<file path="src/hw/bsr_pkg.sv">
`default_nettype none
package bsr_pkg;

  // Counter type shared by all timers
  typedef logic [15:0] bsr_cnt_t;

  // Per-line forwarding states
  typedef enum logic [1:0] {ST_IDLE, ST_CHECK, ST_FWD, ST_CUT} bsr_state_e;

  // Clock period and printed times, all in ns
  localparam int CLK_NS         = 10;
  localparam int LATENCY_MAX_NS = 3000;
  localparam int FWD_NS         = 1000;
  localparam int QUIET_NS       = 2000;
  localparam int GAP_LONG_NS    = 4000;
  localparam int EDGE_TOL_NS    = 125;
  localparam int HALF_BIT_NS    = 333;
  localparam int JABBER_NS      = 228700;

  // Delay line taps; total pin-to-pin latency is tap plus one cycle
  localparam int LONG_TAP_LEN   = LATENCY_MAX_NS / CLK_NS - 1;
  localparam int SHORT_TAP_LEN  = FWD_NS / CLK_NS - 1;

  // Derived cycle counts: all round up except the half bit and the start hold, which round down
  localparam bsr_cnt_t QUIET_CYC      = bsr_cnt_t'((QUIET_NS + CLK_NS - 1) / CLK_NS);
  localparam bsr_cnt_t GAP_LONG_CYC   = bsr_cnt_t'((GAP_LONG_NS + CLK_NS - 1) / CLK_NS);
  localparam bsr_cnt_t TOL_CYC        = bsr_cnt_t'((EDGE_TOL_NS + CLK_NS - 1) / CLK_NS);
  localparam bsr_cnt_t HALF_BIT_CYC   = bsr_cnt_t'(HALF_BIT_NS / CLK_NS);
  localparam bsr_cnt_t MIN_SPACE_CYC  = bsr_cnt_t'(HALF_BIT_CYC - 2 * TOL_CYC);
  localparam bsr_cnt_t START_HOLD_CYC = bsr_cnt_t'(HALF_BIT_CYC / 2);
  localparam bsr_cnt_t SHORT_DRAIN    = bsr_cnt_t'(SHORT_TAP_LEN + 2);
  localparam bsr_cnt_t LONG_DRAIN     = bsr_cnt_t'(LONG_TAP_LEN + 2);
  // Frame age at which its start reaches each tap; before it the tap still holds older traffic
  localparam bsr_cnt_t SHORT_FILL     = bsr_cnt_t'(SHORT_TAP_LEN - 1);
  localparam bsr_cnt_t LONG_FILL      = bsr_cnt_t'(LONG_TAP_LEN - 1);
  localparam int       JABBER_CYC     = (JABBER_NS + CLK_NS - 1) / CLK_NS;
  localparam bsr_cnt_t CNT_MAX        = 16'hFFFF;
  localparam bsr_cnt_t CNT_ZERO       = 16'h0000;

  // Saturating increment used by every repeater timer
  function automatic bsr_cnt_t sat_inc(input bsr_cnt_t v);
    return (v == CNT_MAX) ? v : v + 16'h0001;
  endfunction

endpackage
`default_nettype wire

</file>
<file path="src/hw/bsr_dly_if.sv">
`timescale 1ns/100ps
`default_nettype none
// Raw segment samples in, delayed copies out; bit 0 segment 1, bit 1 segment 2
interface bsr_dly_if;
  logic [1:0] din;       // Raw levels from both segments
  logic [1:0] tap_short; // Normal-latency copy
  logic [1:0] tap_long;  // Postponed copy
  modport feed (output din, input tap_short, input tap_long);
  modport line (input din, output tap_short, output tap_long);
endinterface
`default_nettype wire

</file>
<file path="src/hw/bsr_delay_line.sv">
`timescale 1ns/100ps
`default_nettype none
// Re-timing shift lines for both segments of one line
module bsr_delay_line
  import bsr_pkg::*;
(
  input  wire logic i_sys_clk,
  input  wire logic i_sys_rst,
  bsr_dly_if.line   dly
);

  // History of each segment, newest sample in bit 0
  logic [LONG_TAP_LEN-1:0] seg1_reg;
  logic [LONG_TAP_LEN-1:0] seg1_next;
  logic [LONG_TAP_LEN-1:0] seg2_reg;
  logic [LONG_TAP_LEN-1:0] seg2_next;

  // Shift both histories every cycle
  always_comb
  begin
    seg1_next = {seg1_reg[LONG_TAP_LEN-2:0], dly.din[0]};
    seg2_next = {seg2_reg[LONG_TAP_LEN-2:0], dly.din[1]};
  end

  // Idle level after reset, so nothing spurious leaves the taps
  always_ff @(posedge i_sys_clk)
  begin
    if (i_sys_rst)
    begin
      seg1_reg <= '0;
      seg2_reg <= '0;
    end
    else
    begin
      seg1_reg <= seg1_next;
      seg2_reg <= seg2_next;
    end
  end

  // Taps come straight from flops
  assign dly.tap_short = {seg2_reg[SHORT_TAP_LEN-1], seg1_reg[SHORT_TAP_LEN-1]};
  assign dly.tap_long  = {seg2_reg[LONG_TAP_LEN-1], seg1_reg[LONG_TAP_LEN-1]};

endmodule // bsr_delay_line
`default_nettype wire

</file>
<file path="src/hw/bsr_repeater_top.sv">
`timescale 1ns/100ps
`default_nettype none
// Overview of operation
// - First starting segment becomes input direction
// - Forwarded frames re-timed, bits unchanged
// - Input to output latency at most 3 us
// - Keep direction until input quiet 2 us
// - Reverse direction after 2 us quiet, 3.01 us after a postponed frame
// - Frame in progress finishes fully
// - Accept edge displacement below 0.125 us
// - Marginal starts may be rejected
// - Illegal transition: collision, raw passthrough
// - Gap 2 to 4 us postpones output
// - Gap over 4 us adds no delay
// - Gaps under 2 us not guaranteed
// - Gap counted from last edge
// - Two independent halves, one per line
// - Cut transmitter active beyond 228.7 us
module bsr_repeater_top
  import bsr_pkg::*;
#(
  parameter int P_JABBER_CYC = JABBER_CYC // Jabber limit in cycles
)
(
  input  wire logic       i_sys_clk,
  input  wire logic       i_sys_rst,
  input  wire logic [1:0] i_seg1_rx,
  input  wire logic [1:0] i_seg2_rx,
  output var  logic [1:0] o_seg1_tx,
  output var  logic [1:0] o_seg1_oe,
  output var  logic [1:0] o_seg2_tx,
  output var  logic [1:0] o_seg2_oe,
  output var  logic [1:0] o_collision,
  output var  logic [1:0] o_jabber_cut
);

  // Jabber limit at counter width; saturation keeps it reachable
  localparam bsr_cnt_t JAB_LIM = bsr_cnt_t'(P_JABBER_CYC);

  for (genvar g = 0; g < 2; g++)
  begin : g_line
    bsr_state_e state_reg;   // Forwarding state
    bsr_state_e state_next;
    logic       dir_reg;     // 0: segment 1 to 2, 1: segment 2 to 1
    logic       dir_next;
    logic       long_reg;    // Postponed tap in use
    logic       long_next;
    logic       coll_reg;    // Collision seen in this frame
    logic       coll_next;
    logic       jab_reg;     // Frame cut for jabber
    logic       jab_next;
    bsr_cnt_t   quiet_reg;   // Cycles since last input edge
    bsr_cnt_t   quiet_next;
    bsr_cnt_t   act_reg;     // Cycles since frame start
    bsr_cnt_t   act_next;
    bsr_cnt_t   gap_reg;     // Cycles since last edge of previous frame
    bsr_cnt_t   gap_next;
    logic       rx1_reg;     // Previous sample, segment 1
    logic       rx1_next;
    logic       rx2_reg;     // Previous sample, segment 2
    logic       rx2_next;
    logic       tx1_reg;
    logic       tx1_next;
    logic       oe1_reg;
    logic       oe1_next;
    logic       tx2_reg;
    logic       tx2_next;
    logic       oe2_reg;
    logic       oe2_next;
    logic       e1;          // Transition on segment 1
    logic       e2;          // Transition on segment 2
    logic       in_now;      // Level of the input segment
    logic       in_edge;     // Transition on the input segment
    logic       out_bit;     // Level to put on the output segment
    bsr_cnt_t   drain;       // Quiet time needed before turnaround

    bsr_dly_if dly_bus ();

    // Both segments always feed the history, so the claim check costs no data
    assign dly_bus.din = {i_seg2_rx[g], i_seg1_rx[g]};

    bsr_delay_line u_dly (
      .i_sys_clk (i_sys_clk),
      .i_sys_rst (i_sys_rst),
      .dly       (dly_bus)
    );

    // Edge detection on both segments
    assign e1      = i_seg1_rx[g] ^ rx1_reg;
    assign e2      = i_seg2_rx[g] ^ rx2_reg;
    // output segment echo never reaches the state machine
    assign in_now  = dir_reg ? i_seg2_rx[g] : i_seg1_rx[g];
    assign in_edge = dir_reg ? e2 : e1;

    // Next-state and output computation
    always_comb
    begin
      state_next = state_reg;
      dir_next   = dir_reg;
      long_next  = long_reg;
      coll_next  = coll_reg;
      jab_next   = jab_reg;
      quiet_next = in_edge ? CNT_ZERO : sat_inc(quiet_reg);
      act_next   = act_reg;
      gap_next   = gap_reg;
      rx1_next   = i_seg1_rx[g];
      rx2_next   = i_seg2_rx[g];
      // regenerated copy from the chosen tap
      // raw level once a collision is seen
      // idle until the delayed start reaches the tap, so a close predecessor never replays
      out_bit    = coll_reg ? in_now
                 : (act_reg < (long_reg ? LONG_FILL : SHORT_FILL)) ? 1'b0
                 : (long_reg ? dly_bus.tap_long[dir_reg] : dly_bus.tap_short[dir_reg]);
      // wait until the delayed copy has fully left
      drain      = coll_reg ? QUIET_CYC : (long_reg ? LONG_DRAIN : SHORT_DRAIN);
      oe1_next   = (state_reg == ST_FWD) && dir_reg;
      oe2_next   = (state_reg == ST_FWD) && !dir_reg;
      tx1_next   = oe1_next & out_bit;
      tx2_next   = oe2_next & out_bit;
      unique case (state_reg)
        ST_IDLE:
        begin
          // Gap saturates at the long threshold
          gap_next = (gap_reg >= GAP_LONG_CYC) ? gap_reg : sat_inc(gap_reg);
          // first edge claims; segment 1 wins a tie
          // either segment may claim after quiet
          if (e1 || e2)
          begin
            dir_next   = ~e1;
            // close follower gets the long tap
            long_next  = (gap_reg < GAP_LONG_CYC);
            coll_next  = 1'b0;
            jab_next   = 1'b0;
            quiet_next = CNT_ZERO;
            act_next   = CNT_ZERO;
            state_next = ST_CHECK;
          end
        end
        ST_CHECK:
        begin
          act_next = sat_inc(act_reg);
          // start bit too short is rejected
          if (in_edge)
          begin
            state_next = ST_IDLE;
          end
          else if (act_reg >= START_HOLD_CYC)
          begin
            state_next = ST_FWD;
          end
        end
        ST_FWD:
        begin
          act_next = sat_inc(act_reg);
          // spacing floor leaves room for tolerated displacement
          if (in_edge && (quiet_reg < MIN_SPACE_CYC))
          begin
            coll_next = 1'b1;
          end
          if (act_reg >= JAB_LIM)
          begin
            jab_next   = 1'b1;
            state_next = ST_CUT;
          end
          // starts inside the quiet time are not served
          else if ((quiet_reg >= QUIET_CYC) && (quiet_reg >= drain))
          begin
            // gap starts at the last edge
            gap_next   = quiet_reg;
            state_next = ST_IDLE;
          end
        end
        ST_CUT:
        begin
          // Isolated until the jabbering segment falls quiet
          if (quiet_reg >= QUIET_CYC)
          begin
            gap_next   = quiet_reg;
            state_next = ST_IDLE;
          end
        end
      endcase
    end

    // Registers only
    always_ff @(posedge i_sys_clk)
    begin
      if (i_sys_rst)
      begin
        state_reg <= ST_IDLE;
        dir_reg   <= 1'b0;
        long_reg  <= 1'b0;
        coll_reg  <= 1'b0;
        jab_reg   <= 1'b0;
        quiet_reg <= CNT_ZERO;
        act_reg   <= CNT_ZERO;
        gap_reg   <= GAP_LONG_CYC;
        rx1_reg   <= 1'b0;
        rx2_reg   <= 1'b0;
        tx1_reg   <= 1'b0;
        oe1_reg   <= 1'b0;
        tx2_reg   <= 1'b0;
        oe2_reg   <= 1'b0;
      end
      else
      begin
        state_reg <= state_next;
        dir_reg   <= dir_next;
        long_reg  <= long_next;
        coll_reg  <= coll_next;
        jab_reg   <= jab_next;
        quiet_reg <= quiet_next;
        act_reg   <= act_next;
        gap_reg   <= gap_next;
        rx1_reg   <= rx1_next;
        rx2_reg   <= rx2_next;
        tx1_reg   <= tx1_next;
        oe1_reg   <= oe1_next;
        tx2_reg   <= tx2_next;
        oe2_reg   <= oe2_next;
      end
    end

    // Outputs straight from flops
    assign o_seg1_tx[g]    = tx1_reg;
    assign o_seg1_oe[g]    = oe1_reg;
    assign o_seg2_tx[g]    = tx2_reg;
    assign o_seg2_oe[g]    = oe2_reg;
    assign o_collision[g]  = coll_reg;
    assign o_jabber_cut[g] = jab_reg;

    a_idle_no_drive :
    assert property (@(posedge i_sys_clk) disable iff (i_sys_rst)
      (state_reg == ST_IDLE) |=> (!oe1_reg && !oe2_reg))
      else $error("Idle line drove a segment");

    a_claim_dir :
    assert property (@(posedge i_sys_clk) disable iff (i_sys_rst)
      (state_reg == ST_IDLE && (e1 || e2)) |=> (state_reg == ST_CHECK && dir_reg == !$past(e1)))
      else $error("Start edge did not claim its direction");

    a_fwd_side :
    assert property (@(posedge i_sys_clk) disable iff (i_sys_rst)
      (state_reg == ST_FWD) |=> (dir_reg ? (oe1_reg && !oe2_reg) : (oe2_reg && !oe1_reg)))
      else $error("Forwarding drove the wrong segment");

    a_regen_latency :
    assert property (@(posedge i_sys_clk) disable iff (i_sys_rst)
      (state_reg == ST_FWD && !dir_reg && !coll_reg && !long_reg && act_reg >= SHORT_FILL)
        |=> (tx2_reg == $past(i_seg1_rx[g], SHORT_TAP_LEN + 1)))
      else $error("Regenerated output is not the delayed input");

    a_postpone_tap :
    assert property (@(posedge i_sys_clk) disable iff (i_sys_rst)
      (state_reg == ST_FWD && !dir_reg && !coll_reg && long_reg && act_reg >= LONG_FILL)
        |=> (tx2_reg == $past(i_seg1_rx[g], LONG_TAP_LEN + 1)))
      else $error("Postponed output has the wrong delay");

    a_fill_idle :
    assert property (@(posedge i_sys_clk) disable iff (i_sys_rst)
      (state_reg == ST_FWD && !coll_reg && act_reg < (long_reg ? LONG_FILL : SHORT_FILL))
        |=> (!tx1_reg && !tx2_reg))
      else $error("Output left idle before the delayed start");

    a_gap_select :
    assert property (@(posedge i_sys_clk) disable iff (i_sys_rst)
      (state_reg == ST_IDLE && (e1 || e2) && gap_reg >= GAP_LONG_CYC) |=> !long_reg)
      else $error("Distant frame was postponed");

    a_hold_dir :
    assert property (@(posedge i_sys_clk) disable iff (i_sys_rst)
      (state_reg == ST_FWD && quiet_reg < QUIET_CYC) |=> (state_reg != ST_IDLE && $stable(dir_reg)))
      else $error("Direction released before quiet time");

    a_coll_raw :
    assert property (@(posedge i_sys_clk) disable iff (i_sys_rst)
      (state_reg == ST_FWD && in_edge && quiet_reg < MIN_SPACE_CYC)
        |=> coll_reg ##1 ((!oe1_reg && !oe2_reg) || ((dir_reg ? tx1_reg : tx2_reg) == $past(in_now))))
      else $error("Illegal transition not handled as collision");

    a_check_reject :
    assert property (@(posedge i_sys_clk) disable iff (i_sys_rst)
      (state_reg == ST_CHECK && in_edge) |=> (state_reg == ST_IDLE))
      else $error("Short start bit was accepted");

    a_jabber_cut :
    assert property (@(posedge i_sys_clk) disable iff (i_sys_rst)
      (state_reg == ST_FWD && act_reg >= JAB_LIM) |=> (state_reg == ST_CUT && jab_reg) ##1 !oe1_reg && !oe2_reg)
      else $error("Jabbering frame was not cut");
  end

endmodule // bsr_repeater_top
`default_nettype wire
</file>
<file path="config.mk">
export PLATFORM = sky130hd
export DESIGN_NAME = bsr_repeater_top
export DESIGN_NICKNAME = d
export VERILOG_FILES = /design/src/hw/bsr_pkg.sv /design/src/hw/bsr_dly_if.sv /design/src/hw/bsr_delay_line.sv /design/src/hw/bsr_repeater_top.sv
export SDC_FILE = /design/constraint.sdc
export NUM_CORES = 2
export LEC_CHECK = 0
export BUFFER_PORTS_ARGS = -buffer_cell sky130_fd_sc_hd__buf_2
export CAP_MARGIN = 20
export CORE_ASPECT_RATIO = 1.75
export CORE_MARGIN = 1
export CORE_UTILIZATION = 60
export CTS_CLUSTER_DIAMETER = 100
export CTS_CLUSTER_SIZE = 28
export DETAILED_ROUTE_END_ITERATION = 10
export GPL_TIMING_DRIVEN = 0
export PLACE_DENSITY = 0.88
export SETUP_SLACK_MARGIN = 0.1
export SLEW_MARGIN = 40
export SYNTH_ARGS = -nofsm -noshare
export SYNTH_HDL_FRONTEND = slang
export SYNTH_SLANG_ARGS = --single-unit
</file>
<file path="constraint.sdc">
create_clock -name i_sys_clk -period 5.68 [get_ports i_sys_clk]
set_input_delay 1.136 -clock i_sys_clk [delete_from_list [all_inputs] [get_ports i_sys_clk]]
set_output_delay 1.136 -clock i_sys_clk [all_outputs]
set_load 0.05 [all_outputs]
</file>
==> summary.md <==
| Metric | Value |
|---|---|
| Worst reg2reg setup slack | `2.97 ns` |
| Layout cells sized above 1 | `0.0352` |
| Leak pwr | `15.9 nW` |
| # Post-CTS Setup Buffers | `0` |
| GP Congestion | `1.00` |
| Post-synth EDFFs | `0` |
| Pwr Density | `344 nW/µm²` |
| Hold Crit Depth | `1` |
| Chip width | `195 µm` |
| Total Routing Usage GR | `0.186` |
| Net count, final | `3,537` |
| Peak supply drop | `199 µV` |
| First-pass GRT wire length | `103,000 µm` |
| Antenna Nets Post-Route | `0` |
| Vias | `21.5k` |
| MaxCap Viol Count | `0` |
| DP HPWL | `38,800 µm` |
| Minimum clock period | `2.80 ns` |
| Vias in the first global route | `21.5k` |
| Area leader, netlist | `dfxtp_1` |
| Cts hold-fix bufs | `0` |
| WL final | `60,700 µm` |
| Die height | `340 µm` |
| CTS tree | `built` |
| Post-synth top area share | `0.672` |
| RSZ-0062 raised after global routing | `false` |
| Top_reg_cell synth | `dfxtp_1` |
| Slew HR | `0.479` |
| CP Cell Sequence | `clkbuf_2 -> inv_1 -> clkbuf_1 -> clkbuf_1 -> o311ai_0 -> o41ai_1` |
| Cells after Synth | `3,423` |
| Critical-path top delay cell | `clkbuf_1` |
| Outcome | `finished, final reports clean` |
| Iteration-0 DRC Markers | `1,139` |
| Sw frac | `0.220` |
| Min Hold Slack | `0.421 ns` |
| Fmax | `357 MHz` |
| Reg-to-Reg Start | `g_line[0].coll_reg$_SDFFE_PP0P_` |
| Post-Syn Nets | `3,467` |
| IO Port Bufs | `16` |
| Final period utilization | `0.493` |
| Sequential fraction of the synthesis area | `0.672` |
| Maximum clock path buffer count | `3` |
| Die area | `66,200 µm²` |
| Number of distinct library cells after synthesis | `79` |
| Gate power share | `0.050` |
| Worst setup path start | `i_sys_rst` |
| Iteration count of the initial detailed-routing pass | `6` |
| Post-synth top cells | `dfxtp_1 (1,312), nor2b_1 (1,201), clkbuf_1 (163)` |
| Inserted Diodes | `0` |
| Sequential Power Share | `0.651` |
| Synth Warn # | `0` |
| H-tree depth | `2` |
| Clock buffers created by TritonCTS | `52` |
| Clock sinks | `1,312` |
| Remaining DRCs | `0` |
| Async set or reset register ratio after synthesis | `0` |
| Synth top area cells | `dfxtp_1 (67%), nor2b_1 (19%), clkbuf_1 (1.6%)` |
| Final hold vios | `0` |
| WL/cell | `14.1 µm` |
| Crit Path Class | `in2reg` |
| Post-CTS sizing | `0` |
| Total Neg Setup Slack | `0 ns` |
| Row count | `123` |
| Initial antenna violation count | `1` |
| Setup crit end kind | `flip-flop` |
| GR Overflow Total | `0` |
| Crit path largest cell delay | `0.52 ns` |
| Critical-path maximum fanout | `10` |
| CP arrival | `3.31 ns` |
| # IOs | `18` |
| Clk slew on worst S/H paths | `0.10 ns` |
| Hold crit path type | `reg2reg` |
| Number of synthesized register bits | `1,312` |
| R2R depth | `10` |
| Root buffer cell | `clkbuf_16` |
| Pins over their slew limit | `0` |
| Sw power | `3.14 mW` |
| Clk pwr share | `0.299` |
| Area delta synth->final | `6.29%` |
| Synth Area per Inst | `11.4 µm²` |
| Startpoint types | `input port` |
| Most common cell in the netlist | `dfxtp_1` |
| Most common cell on crit path | `clkbuf_1` |
| Placeable Area | `64,300 µm²` |
| Largest net degree at the start of global routing | `29` |
| Setup violators final | `0` |
| Final Skew | `0.0249 ns` |
| Min-Delay Startpoint | `g_line[1].u_dly.seg1_reg[105]$_SDFF_PP0_` |
| Int Pwr | `11.2 mW` |
| Worst-Skew Late Latency | `0.64 ns` |
| Tightest Pin Transition | `0.782 ns` |
| Initial Utilization | `0.608` |
| Final core occ | `0.646` |
| Critical Path RT | `6.19 ns` |
| Post-Syn Area | `39,100 µm²` |
| Drt via density | `4.98` |
## stage by stage
stage	instances	power [mW]	instance area [µm²]	setup WS, ns
final	4306	14.3	41600	2.88
after CTS	4306	14.4	41600	2.92
after floorplan	3423	10.0	39100	3.14
after global routing	4306	14.8	41600	2.74
after global placement	4251	10.2	40200	2.03
after detailed placement	4251	10.2	40200	2.28
## metal layers
metal	wire length [µm]	track usage	part of all wire
met1	27100	0.227	0.45
met2	29000	0.322	0.48
met3	1960	0.0215	0.032
met4	2650	0.0955	0.044
met5	12	0	0.00020
## cells in the final DEF, fill, tap and decap left out, types with 4 or more instances in the layout
cell type | synthesis | layout
dfxtp_1 | 1312 | 1312
nor2b_1 | 1201 | 1201
clkbuf_1 | 163 | 162
nor2_1 | 120 | 120
nand2_1 | 67 | 67
nand3_1 | 56 | 56
clkbuf_16 | 0 | 52
o21ai_0 | 44 | 44
a21oi_1 | 40 | 40
ha_1 | 38 | 38
nor3_1 | 33 | 33
xnor2_1 | 32 | 32
inv_1 | 31 | 31
buf_2 | 9 | 25
nand4_1 | 25 | 25
xor2_1 | 25 | 25
and3_1 | 16 | 16
nor4_1 | 16 | 16
a211oi_1 | 16 | 16
buf_4 | 13 | 13
or3_1 | 12 | 12
and4_1 | 9 | 9
a31oi_1 | 8 | 8
mux2i_1 | 8 | 8
a32o_1 | 8 | 8
o211ai_1 | 6 | 6
o31ai_1 | 7 | 6
or4_1 | 5 | 5
and2_1 | 5 | 5
o21a_1 | 5 | 5
a22oi_1 | 5 | 5
o311ai_0 | 5 | 5
a21o_1 | 4 | 4
nand2b_1 | 4 | 4
or2_2 | 4 | 4
a311oi_1 | 4 | 4
## worst max-delay path, delay by kind of cell
| family | cells | cell delay, ns |
|---|---|---|
| AO/OA/AOI/OAI | 2 | 0.37 |
| buffers and inverters | 4 | 1.79 |
## cell type report
cell class / instances / area [µm²]
Clock inverter: 3 / 55.1
Fill cell: 4663 / 22800
Sequential cell: 1312 / 26300
Timing Repair Buffer: 16 / 80.1
Inverter: 31 / 116
Buffer: 189 / 793
Clock buffer: 52 / 1300
Tap cell: 812 / 1020
Multi-Input combinational cell: 1891 / 11900
## power groups by stage
| stage | Clock (mW) | Sequential [mW] | Combinational [mW] |
|---|---|---|---|
| 3_5_place_dp | 0 | 9.52 | 0.702 |
| 4_1_cts | 4.37 | 9.31 | 0.708 |
| 5_1_grt | 4.73 | 9.32 | 0.789 |
| 6_report | 4.27 | 9.31 | 0.712 |
| 2_1_floorplan | 0 | 9.50 | 0.519 |
| 3_3_place_gp | 0 | 9.52 | 0.686 |
## path summary, 6_finish.rpt
path                                                   end
hold / removal    g_line[1].u_dly.seg1_reg[106]$_SDFF_PP0_
setup / recovery       g_line[0].state_reg[1]$_SDFFE_PP0P_
setup reg to reg        g_line[0].gap_reg[12]$_SDFFE_PP0P_
hold reg to reg   g_line[1].u_dly.seg1_reg[106]$_SDFF_PP0_
## cell families (layout without fill, tap and decap cells)
kind of cell | after synthesis | in the layout | share of synthesized area
simple gates | 1591 | 1591 | 0.242
flops | 1312 | 1312 | 0.672
buf+inv | 220 | 291 | 0.0232
compound gates | 194 | 194 | 0.0348
xor+xnor | 57 | 57 | 0.0128
fa+ha+maj | 38 | 38 | 0.0122
mux | 11 | 11 | 0.00349
Note: power is estimated with default switching activity, not from simulation.
